--- src/hw/ptt_regs.vh ---
// register map, field positions and timing counts for the three-timer block
// assumes a 32-bit plain register port, word addresses in units of 4 bytes
`ifndef PTT_REGS_VH
`define PTT_REGS_VH
`define PTT_NUM_TIMERS 3
// per-timer block: base 0x10 * (timer+1), four registers inside
`define PTT_TMR_STRIDE 8'h10
`define PTT_OFS_CTL 8'h00
`define PTT_OFS_CNT 8'h04
`define PTT_OFS_PRD 8'h08
`define PTT_OFS_WID 8'h0c
`define PTT_ADDR_STAT 8'h00
// control word fields
`define PTT_CTL_MODE_LO 0
`define PTT_CTL_PULSE 2
`define PTT_CTL_PERIOD_COUNT_SELECT 3
`define PTT_CTL_INTERRUPT_ENABLE 4
`define PTT_CTL_MASK 32'h0000001f
// mode encodings
`define PTT_MODE_OFF 2'h0
`define PTT_MODE_PWM 2'h1
`define PTT_MODE_CAP 2'h2
`define PTT_MODE_EVT 2'h3
// global status fields, timer n at bit offset n
`define PTT_STAT_IRQ_LO 0
`define PTT_STAT_OVF_LO 4
`define PTT_STAT_ON_LO 8
`define PTT_STAT_OFF_LO 12
`define PTT_START_DELAY 3
`define PTT_VAL_MASK 32'h7fffffff
`define PTT_ALL_ONES 32'hffffffff
`endif

--- src/hw/ptt_timer_trio.v ---
// three independent 32-bit peripheral timers with a shared status register
// assumes signals arrive from a routing unit as asynchronous levels
`timescale 1ns/1ps
`default_nettype none
`include "ptt_regs.vh"

module ptt_timer_trio #(
    parameter NT = `PTT_NUM_TIMERS
) (
    input wire clk_i, // peripheral clock, 100 MHz
    input wire rst_n_i, // async reset, active low
    input wire [7:0] addr_i, // register byte address
    input wire [31:0] wdata_i, // write data
    input wire wr_i, // write strobe
    input wire rd_i, // read strobe
    output reg [31:0] rdata_o, // read data, cycle after strobe
    input wire [NT-1:0] timer_sig_in, // routed timer inputs
    output wire [NT-1:0] timer_sig_out, // routed timer outputs
    output wire [NT-1:0] timer_pad_drive_en, // pad enable, low while driving
    output wire [NT-1:0] timer_irq_o // interrupt per timer, level
);

    reg [NT-1:0] on_reg; // timer_on_set state
    reg [NT-1:0] ovf_reg; // overflow_error_flag
    reg [NT-1:0] irq_reg; // timer_irq_latch

    wire stat_wr = wr_i && (addr_i == `PTT_ADDR_STAT);

    function [1:0] tsel; // decode of timer index, 3 means none
        input [7:0] a;
        begin
            case (a[7:4])
                4'h1: tsel = 2'h0;
                4'h2: tsel = 2'h1;
                4'h3: tsel = 2'h2;
                default: tsel = 2'h3;
            endcase
        end
    endfunction

    wire [1:0] wsel = tsel(addr_i);
    wire [3:0] wofs = addr_i[3:0];

    reg [31:0] rd_mux;
    reg [31:0] ctl_q [0:NT-1];
    reg [31:0] cnt_q [0:NT-1];
    reg [31:0] prd_q [0:NT-1];
    reg [31:0] wid_q [0:NT-1];

    genvar g;
    generate
        for (g = 0; g < NT; g = g + 1) begin : gt
            reg [31:0] ctl_reg;
            reg [31:0] cnt_reg;
            reg [31:0] prd_reg; // active period, also capture result
            reg [31:0] wid_reg;
            reg [31:0] prd_buf_reg;
            reg [31:0] wid_buf_reg;
            reg pend_reg; // buffered pair waiting for period end
            reg [1:0] dly_reg; // start delay counter
            reg run_reg;
            reg half_reg; // divide-by-two phase
            reg out_reg;
            reg in_s1_reg;
            reg in_s2_reg;
            reg in_d_reg;
            reg irq_set;
            reg ovf_set;
            wire [1:0] mode = ctl_reg[1:0];
            wire pulse = ctl_reg[`PTT_CTL_PULSE];
            wire period_count_select = ctl_reg[`PTT_CTL_PERIOD_COUNT_SELECT];
            wire interrupt_enable = ctl_reg[`PTT_CTL_INTERRUPT_ENABLE];
            wire sel = (wsel == g);
            wire en_w = stat_wr && wdata_i[`PTT_STAT_ON_LO + g];
            wire dis_w = stat_wr && wdata_i[`PTT_STAT_OFF_LO + g];
            wire starting = on_reg[g] && !run_reg && (dly_reg == `PTT_START_DELAY - 1);
            // active-level input: capture measures the chosen level
            wire in_act = (in_s2_reg == pulse);
            wire rise_act = in_act && (in_d_reg != pulse);
            wire evt_rise = in_s2_reg && !in_d_reg;
            wire [31:0] pv = prd_buf_reg & `PTT_VAL_MASK;
            wire [31:0] wv = wid_buf_reg & `PTT_VAL_MASK;
            wire pwm_bad = (wv == 32'h0) || (pv <= wv);
            wire tick = half_reg; // one count every two clocks
            // register write decode for this timer's block
            wire wr_ctl = wr_i && sel && ({4'h0, wofs} == `PTT_OFS_CTL);
            wire wr_prd = wr_i && sel && ({4'h0, wofs} == `PTT_OFS_PRD);
            wire wr_wid = wr_i && sel && ({4'h0, wofs} == `PTT_OFS_WID);

            always @(posedge clk_i or negedge rst_n_i) begin
                if (!rst_n_i) begin
                    in_s1_reg <= 1'b0;
                    in_s2_reg <= 1'b0;
                    in_d_reg <= 1'b0;
                end else if (mode == `PTT_MODE_CAP || mode == `PTT_MODE_EVT) begin
                    in_s1_reg <= timer_sig_in[g];
                    in_s2_reg <= in_s1_reg;
                    in_d_reg <= in_s2_reg;
                end
            end

            always @(posedge clk_i or negedge rst_n_i) begin
                if (!rst_n_i) begin
                    ctl_reg <= 32'h0;
                    cnt_reg <= 32'h0;
                    prd_reg <= 32'h0;
                    wid_reg <= 32'h0;
                    prd_buf_reg <= 32'h0;
                    wid_buf_reg <= 32'h0;
                    pend_reg <= 1'b0;
                    dly_reg <= 2'h0;
                    run_reg <= 1'b0;
                    half_reg <= 1'b0;
                    out_reg <= 1'b0;
                    irq_set <= 1'b0;
                    ovf_set <= 1'b0;
                end else begin
                    irq_set <= 1'b0;
                    ovf_set <= 1'b0;
                    // mode changes only while stopped
                    if (wr_ctl && !on_reg[g]) begin
                        ctl_reg <= wdata_i & `PTT_CTL_MASK;
                    end
                    // capture mode leaves period/width read-only
                    if (wr_prd && mode != `PTT_MODE_CAP) begin
                        prd_buf_reg <= wdata_i;
                    end
                    if (wr_wid && mode == `PTT_MODE_PWM) begin
                        wid_buf_reg <= wdata_i;
                        pend_reg <= 1'b1; // width written last arms the pair
                    end
                    if (!on_reg[g] || dis_w) begin
                        run_reg <= 1'b0; // count held
                        dly_reg <= 2'h0;
                        half_reg <= 1'b0;
                        out_reg <= 1'b0;
                        // idle timer mirrors the buffers for read back
                        if (!run_reg) begin
                            prd_reg <= pv;
                            wid_reg <= wv;
                        end
                    end else if (!run_reg) begin
                        // start delay counted from the enable write
                        if (dly_reg != `PTT_START_DELAY - 1) begin
                            dly_reg <= dly_reg + 2'h1;
                        end
                        if (starting) begin
                            half_reg <= 1'b0;
                            pend_reg <= 1'b0;
                            prd_reg <= pv;
                            wid_reg <= wv;
                            case (mode)
                                `PTT_MODE_PWM: begin
                                    if (pwm_bad) begin
                                        ovf_set <= 1'b1;
                                        irq_set <= 1'b1;
                                        dly_reg <= 2'h0;
                                    end else begin
                                        run_reg <= 1'b1;
                                        cnt_reg <= `PTT_ALL_ONES - wv;
                                        out_reg <= 1'b1;
                                    end
                                end
                                `PTT_MODE_CAP: begin
                                    run_reg <= 1'b1;
                                    cnt_reg <= 32'h0;
                                end
                                `PTT_MODE_EVT: begin
                                    run_reg <= 1'b1;
                                    cnt_reg <= pv;
                                end
                                default: dly_reg <= 2'h0;
                            endcase
                        end
                    end else begin
                        half_reg <= !half_reg;
                        case (mode)
                            `PTT_MODE_PWM: if (tick) begin
                                // counter stops one short of all ones
                                if (cnt_reg == `PTT_ALL_ONES - 32'h1) begin
                                    if (out_reg) begin // width expired
                                        out_reg <= 1'b0;
                                        cnt_reg <= `PTT_ALL_ONES - (prd_reg - wid_reg);
                                        if (interrupt_enable && !period_count_select) begin
                                            irq_set <= 1'b1;
                                        end
                                    end else begin // period end: reload pair
                                        out_reg <= period_count_select;
                                        if (interrupt_enable && period_count_select) begin
                                            irq_set <= 1'b1;
                                        end
                                        // single pulse: run drops at period end, but the still-set enable restarts it the next clock
                                        if (!period_count_select) begin
                                            run_reg <= 1'b0;
                                        end
                                        // a bad buffered pair is dropped, old pair kept
                                        if (pend_reg && !pwm_bad) begin
                                            prd_reg <= pv;
                                            wid_reg <= wv;
                                            cnt_reg <= `PTT_ALL_ONES - wv;
                                        end else begin
                                            cnt_reg <= `PTT_ALL_ONES - wid_reg;
                                        end
                                        pend_reg <= 1'b0;
                                    end
                                end else begin
                                    cnt_reg <= cnt_reg + 32'h1;
                                end
                            end
                            `PTT_MODE_CAP: begin
                                // counts every clock, results in units of two
                                cnt_reg <= cnt_reg + 32'h1;
                                if (cnt_reg == `PTT_ALL_ONES) begin
                                    ovf_set <= 1'b1; // wrap is an error
                                    irq_set <= 1'b1;
                                end
                                if (in_d_reg == pulse && !in_act) begin
                                    wid_reg <= cnt_reg >> 1;
                                end
                                if (rise_act) begin
                                    prd_reg <= cnt_reg >> 1;
                                    cnt_reg <= 32'h1;
                                    if (interrupt_enable && period_count_select) begin
                                        irq_set <= 1'b1;
                                    end
                                end
                                if (in_d_reg == pulse && !in_act && interrupt_enable && !period_count_select) begin
                                    irq_set <= 1'b1;
                                end
                            end
                            `PTT_MODE_EVT: if (evt_rise) begin
                                // period plus one events between interrupts
                                if (cnt_reg == 32'h0) begin
                                    cnt_reg <= pv; // buffered period taken here
                                    if (interrupt_enable) begin
                                        irq_set <= 1'b1;
                                    end
                                end else begin
                                    cnt_reg <= cnt_reg - 32'h1;
                                end
                            end
                            default: run_reg <= 1'b0;
                        endcase
                    end
                end
            end

            assign timer_sig_out[g] = (mode == `PTT_MODE_PWM) ? (out_reg ~^ pulse) : 1'b0;
            assign timer_pad_drive_en[g] = !(mode == `PTT_MODE_PWM);
            always @* begin
                ctl_q[g] = ctl_reg;
                cnt_q[g] = cnt_reg;
                prd_q[g] = prd_reg;
                wid_q[g] = wid_reg;
            end

            // global status bits, irq and overflow set beats clear
            always @(posedge clk_i or negedge rst_n_i) begin
                if (!rst_n_i) begin
                    on_reg[g] <= 1'b0;
                    ovf_reg[g] <= 1'b0;
                    irq_reg[g] <= 1'b0;
                end else begin
                    // disable wins over enable in one write
                    if (dis_w) begin
                        on_reg[g] <= 1'b0;
                    end else if (en_w) begin
                        on_reg[g] <= 1'b1;
                    end else if (starting && mode == `PTT_MODE_PWM && pwm_bad) begin
                        // refused start drops the enable
                        on_reg[g] <= 1'b0;
                    end
                    if (ovf_set) begin
                        ovf_reg[g] <= 1'b1;
                    end else if (stat_wr && wdata_i[`PTT_STAT_OVF_LO + g]) begin
                        ovf_reg[g] <= 1'b0;
                    end
                    if (irq_set) begin
                        irq_reg[g] <= 1'b1;
                    end else if (stat_wr && wdata_i[`PTT_STAT_IRQ_LO + g]) begin
                        irq_reg[g] <= 1'b0;
                    end
                end
            end
        end
    endgenerate

    assign timer_irq_o = irq_reg;

    always @* begin
        rd_mux = 32'h0;
        if (addr_i == `PTT_ADDR_STAT) begin
            rd_mux[`PTT_STAT_IRQ_LO +: NT] = irq_reg;
            rd_mux[`PTT_STAT_OVF_LO +: NT] = ovf_reg;
            rd_mux[`PTT_STAT_ON_LO +: NT] = on_reg;
        end else if (wsel != 2'h3) begin
            case (wofs)
                4'h0: rd_mux = ctl_q[wsel];
                4'h4: rd_mux = cnt_q[wsel]; // valid only while disabled
                4'h8: rd_mux = prd_q[wsel];
                4'hc: rd_mux = wid_q[wsel];
                default: rd_mux = 32'h0;
            endcase
        end
    end

    always @(posedge clk_i or negedge rst_n_i) begin
        // data stands one cycle only, zero otherwise
        if (!rst_n_i) begin
            rdata_o <= 32'h0;
        end else if (rd_i) begin
            rdata_o <= rd_mux;
        end else begin
            rdata_o <= 32'h0;
        end
    end

endmodule // ptt_timer_trio
`default_nettype wire

--- config.mk ---
export PLATFORM = sky130hd
export DESIGN_NAME = ptt_timer_trio
export DESIGN_NICKNAME = d
export VERILOG_FILES = /design/src/hw/ptt_timer_trio.v
export VERILOG_INCLUDE_DIRS = /design/src /design/src/hw
export SDC_FILE = /design/constraint.sdc
export NUM_CORES = 2
export LEC_CHECK = 0
export ABC_CLOCK_PERIOD_IN_PS = 3800
export CAP_MARGIN = 30
export CORE_UTILIZATION = 45
export CTS_CLUSTER_DIAMETER = 60
export DETAILED_ROUTE_END_ITERATION = 8
export DONT_BUFFER_PORTS = 1
export GPL_ROUTABILITY_DRIVEN = 0
export GPL_TIMING_DRIVEN = 1
export PLACE_DENSITY = 0.66
export SYNTH_ARGS = -nofsm -noshare
export SYNTH_HDL_FRONTEND = slang
export SYNTH_SLANG_ARGS = --single-unit
--- constraint.sdc ---
create_clock -name clk_i -period 3.8 [get_ports clk_i]
set_input_delay 0 -clock clk_i [delete_from_list [all_inputs] [get_ports clk_i]]
set_output_delay 0 -clock clk_i [all_outputs]
set_load 0.01 [all_outputs]
Word level (Yosys, flattened, before mapping)
Cells that the tools add are included.

Input port bits: 47. Register bits: 563. Logic and storage cells: 635.

Add/sub/neg operators: 21. Reduce and logical (&&, ||, !) cells: 148. Magnitude comparators: 4. Eq/ne operators: 84. Mux-type cells: 313. Bitwise gates (word level): 7.

Operators with widths (count): 2-to-1 mux 32 bit (94); one-hot mux 32 bit (3 select lines) (6); one-hot mux 32 bit (2 select lines) (6); binary-select mux 32 bit (select 2 bit) (4); == test 32 bit (second input constant) (6); zero test 32 bit (6); subtractor 32 bit (first input constant) (6); 2-to-1 mux 1 bit (170); one-hot mux 32 bit (4 select lines) (1); adder 32 x 1 -> 32 bit (second input constant) (3); subtractor 32 x 1 -> 32 bit (second input constant) (3); subtractor 32 x 31 -> 32 bit (first input constant) (3); subtractor 32 bit (3); <= comparator 31 bit (3); logical AND 1 bit (70); inequality test 3 bit (second input constant) (17); AND reduction 8 bit (6); 2-to-1 mux 2 bit (15); inequality test 3 x 2 -> 1 bit (second input constant) (10); inequality test 3 x 1 -> 1 bit (second input constant) (9); nonzero test 3 bit (9); zero test 1 bit (24); nonzero test 2 bit (12); 2-to-1 mux 21 bit (1); 27 further kinds (90).

Longest topological paths before layout
Depth in word-level cells: 13. Mapped depth: 14.

Worst setup path before layout
Ideal clock, no wire load.

Kind: register -> register. Start point: register gt[1].prd_buf_reg[16]. End point: register gt[1].wid_reg[10]. Arrival time: 3032 ps. Cell stages (with the launch flop): 12. Path buffers: 1. Path slack: 643 ps. Clock period less this slack: 3157 ps. Cell sequence: dfrtp_1 > ha_1 > a21o_1 > a221o_1 > a221o_1 > a21o_1 > and3_1 > nor2_2 > o31ai_1 > a41oi_2 > buf_2 > mux2_2.

Longest elaborated chain between the ends: 6.

RTL lines: start, declared (RTL line ptt_timer_trio.v:57) `reg [31:0] prd_buf_reg;`; start signal, assigned (RTL line ptt_timer_trio.v:126) `prd_buf_reg <= wdata_i;`; <= comparator 31 bit (RTL line ptt_timer_trio.v:83) `wire pwm_bad = (wv == 32'h0) || (pv <= wv);`; logical OR 1 bit (RTL line ptt_timer_trio.v:83); zero test 1 bit (RTL line ptt_timer_trio.v:197) `if (pend_reg && !pwm_bad) begin`; logical AND 1 bit (RTL line ptt_timer_trio.v:197); inequality test 3 x 2 -> 1 bit (no source line); AND reduction 8 bit (no source line); end signal, assigned (RTL line ptt_timer_trio.v:151) `wid_reg <= wv;`; end signal, assigned (RTL line ptt_timer_trio.v:199) `wid_reg <= wv;`; end signal, assigned (RTL line ptt_timer_trio.v:218) `wid_reg <= cnt_reg >> 1;`; end, declared (RTL line ptt_timer_trio.v:56) `reg [31:0] wid_reg;`.

Every way passes these cells. A chain may end at the register's enable or synchronous reset.

Worst setup path in the final report
Start point: register gt[0].wid_buf_reg[4]. End point: register gt[0].cnt_reg[22].

Longest elaborated chain between the ends: 10.

RTL lines: start, declared (RTL line ptt_timer_trio.v:58) `reg [31:0] wid_buf_reg;`; start signal, assigned (RTL line ptt_timer_trio.v:129) `wid_buf_reg <= wdata_i;`; <= comparator 31 bit / zero test 32 bit (equally long branches) (RTL line ptt_timer_trio.v:83); logical OR 1 bit (RTL line ptt_timer_trio.v:83); zero test 1 bit (RTL line ptt_timer_trio.v:197); logical AND 1 bit (RTL line ptt_timer_trio.v:197); 2-to-1 mux 32 bit (RTL line ptt_timer_trio.v:197); 2-to-1 mux 32 bit (RTL line ptt_timer_trio.v:181) `if (out_reg) begin`; 2-to-1 mux 32 bit (RTL line ptt_timer_trio.v:180) `` if (cnt_reg == `PTT_ALL_ONES - 32'h1) begin ``; 2-to-1 mux 32 bit (RTL line ptt_timer_trio.v:178) `` `PTT_MODE_PWM: if (tick) begin ``; one-hot mux 32 bit (3 select lines) (RTL line ptt_timer_trio.v:177) `case (mode)`; 2-to-1 mux 32 bit (RTL line ptt_timer_trio.v:142) `end else if (!run_reg) begin`; end signal, assigned (RTL line ptt_timer_trio.v:160) `` cnt_reg <= `PTT_ALL_ONES - wv; ``; end signal, assigned (RTL line ptt_timer_trio.v:183) `` cnt_reg <= `PTT_ALL_ONES - (prd_reg - wid_reg); ``; end signal, assigned (RTL line ptt_timer_trio.v:200) `` cnt_reg <= `PTT_ALL_ONES - wv; ``; end, declared (RTL line ptt_timer_trio.v:54) `reg [31:0] cnt_reg;`.

Several ways; a longest one is shown, not always the timed one. The select of a mux whose other input is x is not followed.

==> results.py <==
metrics = {
    "yosys": {
        "synth_compound_area_share_pct": 24.18,
        "yosysWarnings": 0,
        "synth_common_cells": "nand2_1, dfrtp_1, o21ai_0",
        "synthSimpleGateAreaFrac_pct": 17.63,
        "syn_area_per_cell_um2": 8.145,
        "ys.flop_type": "dfrtp_1",
        "synth.area.mux_share_pct": 9.281,
        "synth.most_common_cell": "nand2_1",
        "synth_cells": 5328,
        "synth_top_family_by_area": "compound AO/OA/AOI/OAI gates",
        "synth_xor_area_share_pct": 4.763,
        "synth-seq-cells": 557,
        "synthArstFlopShare_pct": 100.0,
        "synthAdderAreaFrac_pct": 6.020,
        "yosysTopAreaCell": "dfrtp_1",
        "ys_types": 95,
        "yosys-top-cells-area": "dfrtp_1, mux2_2, o21ai_0",
        "synth-seq-area-share_pct": 32.12,
        "synth_top_area_share_pct": 32.12,
        "syn_area_um2": 43400,
        "synthesis.nets": 5582,
        "synth_edf_count": 0,
    },
    "cts": {
        "clock_sinks": 557,
        "clkTransAtPathRegs_ns": 0.06,
        "holdBufCountCts": 58,
        "cts_tree": "done",
        "insertion_delay_ns": 0.67,
        "cts_buffers": 75,
        "cts-root-buf": "clkbuf_16",
        "cts_max_path_buffers": 3,
        "cts_max_level": 3,
    },
    "route": {
        "route.detailed.drc": 0,
        "post_drt_wl_per_cell_um": 29.66,
        "drtIter0Drc": 7701,
        "route.vias.total": 45980,
        "first_pass_iters": 9,
        "drt-total-wl_um": 199000,
        "ant_nets": 0,
        "via_per_inst": 6.853,
    },
    "pwr": {
        "power.total_mw": 15.30,
        "powerDensity_nw_per_um2": 309.5,
        "ir_worst_vdd_v": 0.0002617,
        "p_leak_nw": 20.48,
    },
    "critical_path": {
        "crit_family": "simple AND/OR/NAND/NOR gates",
        "worstPathArrival_ns": 4.39,
        "crit_path_start_kind": "flip-flop",
        "cp_slowest_cell": "nor4_1",
        "path_class": "flip-flop to flip-flop",
        "crit_chain": "nor4_1 -> nand4_1 -> o22a_1 -> o21ai_0 -> a21boi_0 -> o21bai_4 -> buf_4 -> mux2_2",
        "slowest_delay_ns": 0.81,
        "worst_setup_path_end_kind": "flip-flop",
        "critPathMaxFanout": 19,
        "required_ns": 4.33,
        "worst-path-buf-inv": 1,
    },
    "grt": {
        "grt_pass1_vias": 42940,
        "grt_pass1_wl_um": 290700,
        "grt_max_degree": 558,
        "grtUsageTotal_pct": 39.93,
        "grt_overflow": 0,
        "antenna_found_initial": 36,
    },
    "timing": {
        "setup_tns_ns": -0.1081,
        "hold_viol": 557,
        "post-route-min-period_ns": 3.857,
        "fin_skew_ns": 0.03469,
        "holdWs_ns": -0.9501,
        "slew_violations": 479,
        "max_freq_ghz": 0.2593,
        "rsz0062_at_grt": "no",
        "fin_crit_sh_pct": 101.5,
        "worst_pin_slew_ns": 3.033,
        "slew_headroom_pct": -102.2,
        "setup_viol": 2,
        "setup_ws_ns": -0.05715,
    },
    "status": {
        "outcome": "finished with violations",
        "violations": "negative hold slack, max-slew violations, negative setup slack",
    },
    "final_layout": {
        "largest_reg_flops": 96,
        "area.growth.synth_to_final_pct": 13.90,
        "fillers": 8951,
        "nets": 5634,
        "final_layout_size_suffix_gt1_share_pct": 14.46,
    },
    "floorplan": {
        "die_width_um": 312.5,
        "dieHeight_um": 312.5,
        "rows": 113,
        "io_pins": 88,
        "die_area_um2": 97680,
        "start_util_pct": 45.54,
        "core_um2": 95290,
    },
    "run": {
        "drv_cap": 0,
    },
    "placed_design": {
        "dpl.hpwl_um": 144300,
        "io_buffers": 0,
        "dpl_worst_slack_ns": 0.06177,
    },
    "worst_hold_path": {
        "hold_path_class": "input port to async pin",
    },
}
layout make-up:
| class | count | area, µm² | area share, % |
|---|---|---|---|
| multi-input cells | 4109 | 27050 | 54.72 |
| flip-flops and latches | 557 | 13940 | 28.20 |
| inverters | 259 | 972.2 | 1.967 |
| clock buffers | 92 | 2082 | 4.212 |
| diodes | 9 | 22.52 | 0.04556 |
| well taps | 1265 | 1583 | 3.202 |
| clock inverters | 40 | 478.0 | 0.9669 |
| repair buffers | 378 | 3306 | 6.688 |
what timing repair did:
item / in CTS / in global routing
gates resized for setup: 0 / 9
hold endpoints to repair: 822 / 557
buffers inserted: 0 / 1
setup endpoints to repair: 0 / 83
kinds of logic (layout without fill, tap and decap cells):
family,Yosys count,after routing
simple gates,1644,1644
compound gates,1652,1652
mux,370,370
fa+ha+maj,207,207
buf+inv,662,769
flops,557,557
other cells,0,9
xor+xnor,236,236
power by group:
part           switching, mW  leakage (nW)  internal [mW]
registers              0.201          6.68           6.07
logic                   1.01          12.5          0.554
clock network           3.05          1.26           4.41
total                   4.26          20.5           11.0
routing by layer:
| layer | wire length, µm | global-route usage (%) | up-vias |
|---|---|---|---|
| met5 | 256 | 0 | - |
| met4 | 18020 | 28.79 | 20 |
| met3 | 31190 | 15.04 | 936 |
| met2 | 77140 | 54.76 | 3723 |
| met1 | 72390 | 51.08 | 21790 |
| li1 | - | - | 19510 |
cell usage in the layout (no fill, tap or decap), drive strengths merged, types with 58 or more instances in the layout:
master / instances
nor4: 58
xnor2: 142
mux2: 259
nand2: 686
nand3: 123
inv: 264
mux2i: 111
a21oi: 317
a211oi: 73
a21boi: 75
a21o: 61
nor2: 345
buf: 320
xor2: 94
nor3: 110
ha: 204
o22ai: 107
clkbuf: 93
o21ai: 545
dfrtp: 557
nand4: 75
path summary, 6_finish.rpt:
kind	startpoint	end	slack, ns	depth (start not counted)
setup reg to reg	gt[0].wid_buf_reg[4]	gt[0].cnt_reg[22]	-0.06	8
min in group clk_i	timer_sig_in[0]	gt[0].in_s1_reg	0.03	2
setup / recovery	gt[0].wid_buf_reg[4]	gt[0].cnt_reg[22]	-0.06	8
max in group asynchronous	rst_n_i	gt[2].ctl_reg[1]	2.21	0
hold / removal	rst_n_i	gt[0].dly_reg[1]	-0.95	0
hold reg to reg	gt[2].irq_set	timer_irq_o[2]	0.43	1
metrics by stage:
stage          utilization, %  std cells  instance area, µm²
3_3_place_gp            48.44       6507               46160
4_1_cts                 51.77       6698               49330
2_1_floorplan               -       5328               43400
5_1_grt                 51.86       6705               49420
3_5_place_dp            48.47       6508               46180
6_report                51.87       6709               49430
No activity file was read; power rests on OpenSTA's default activity.
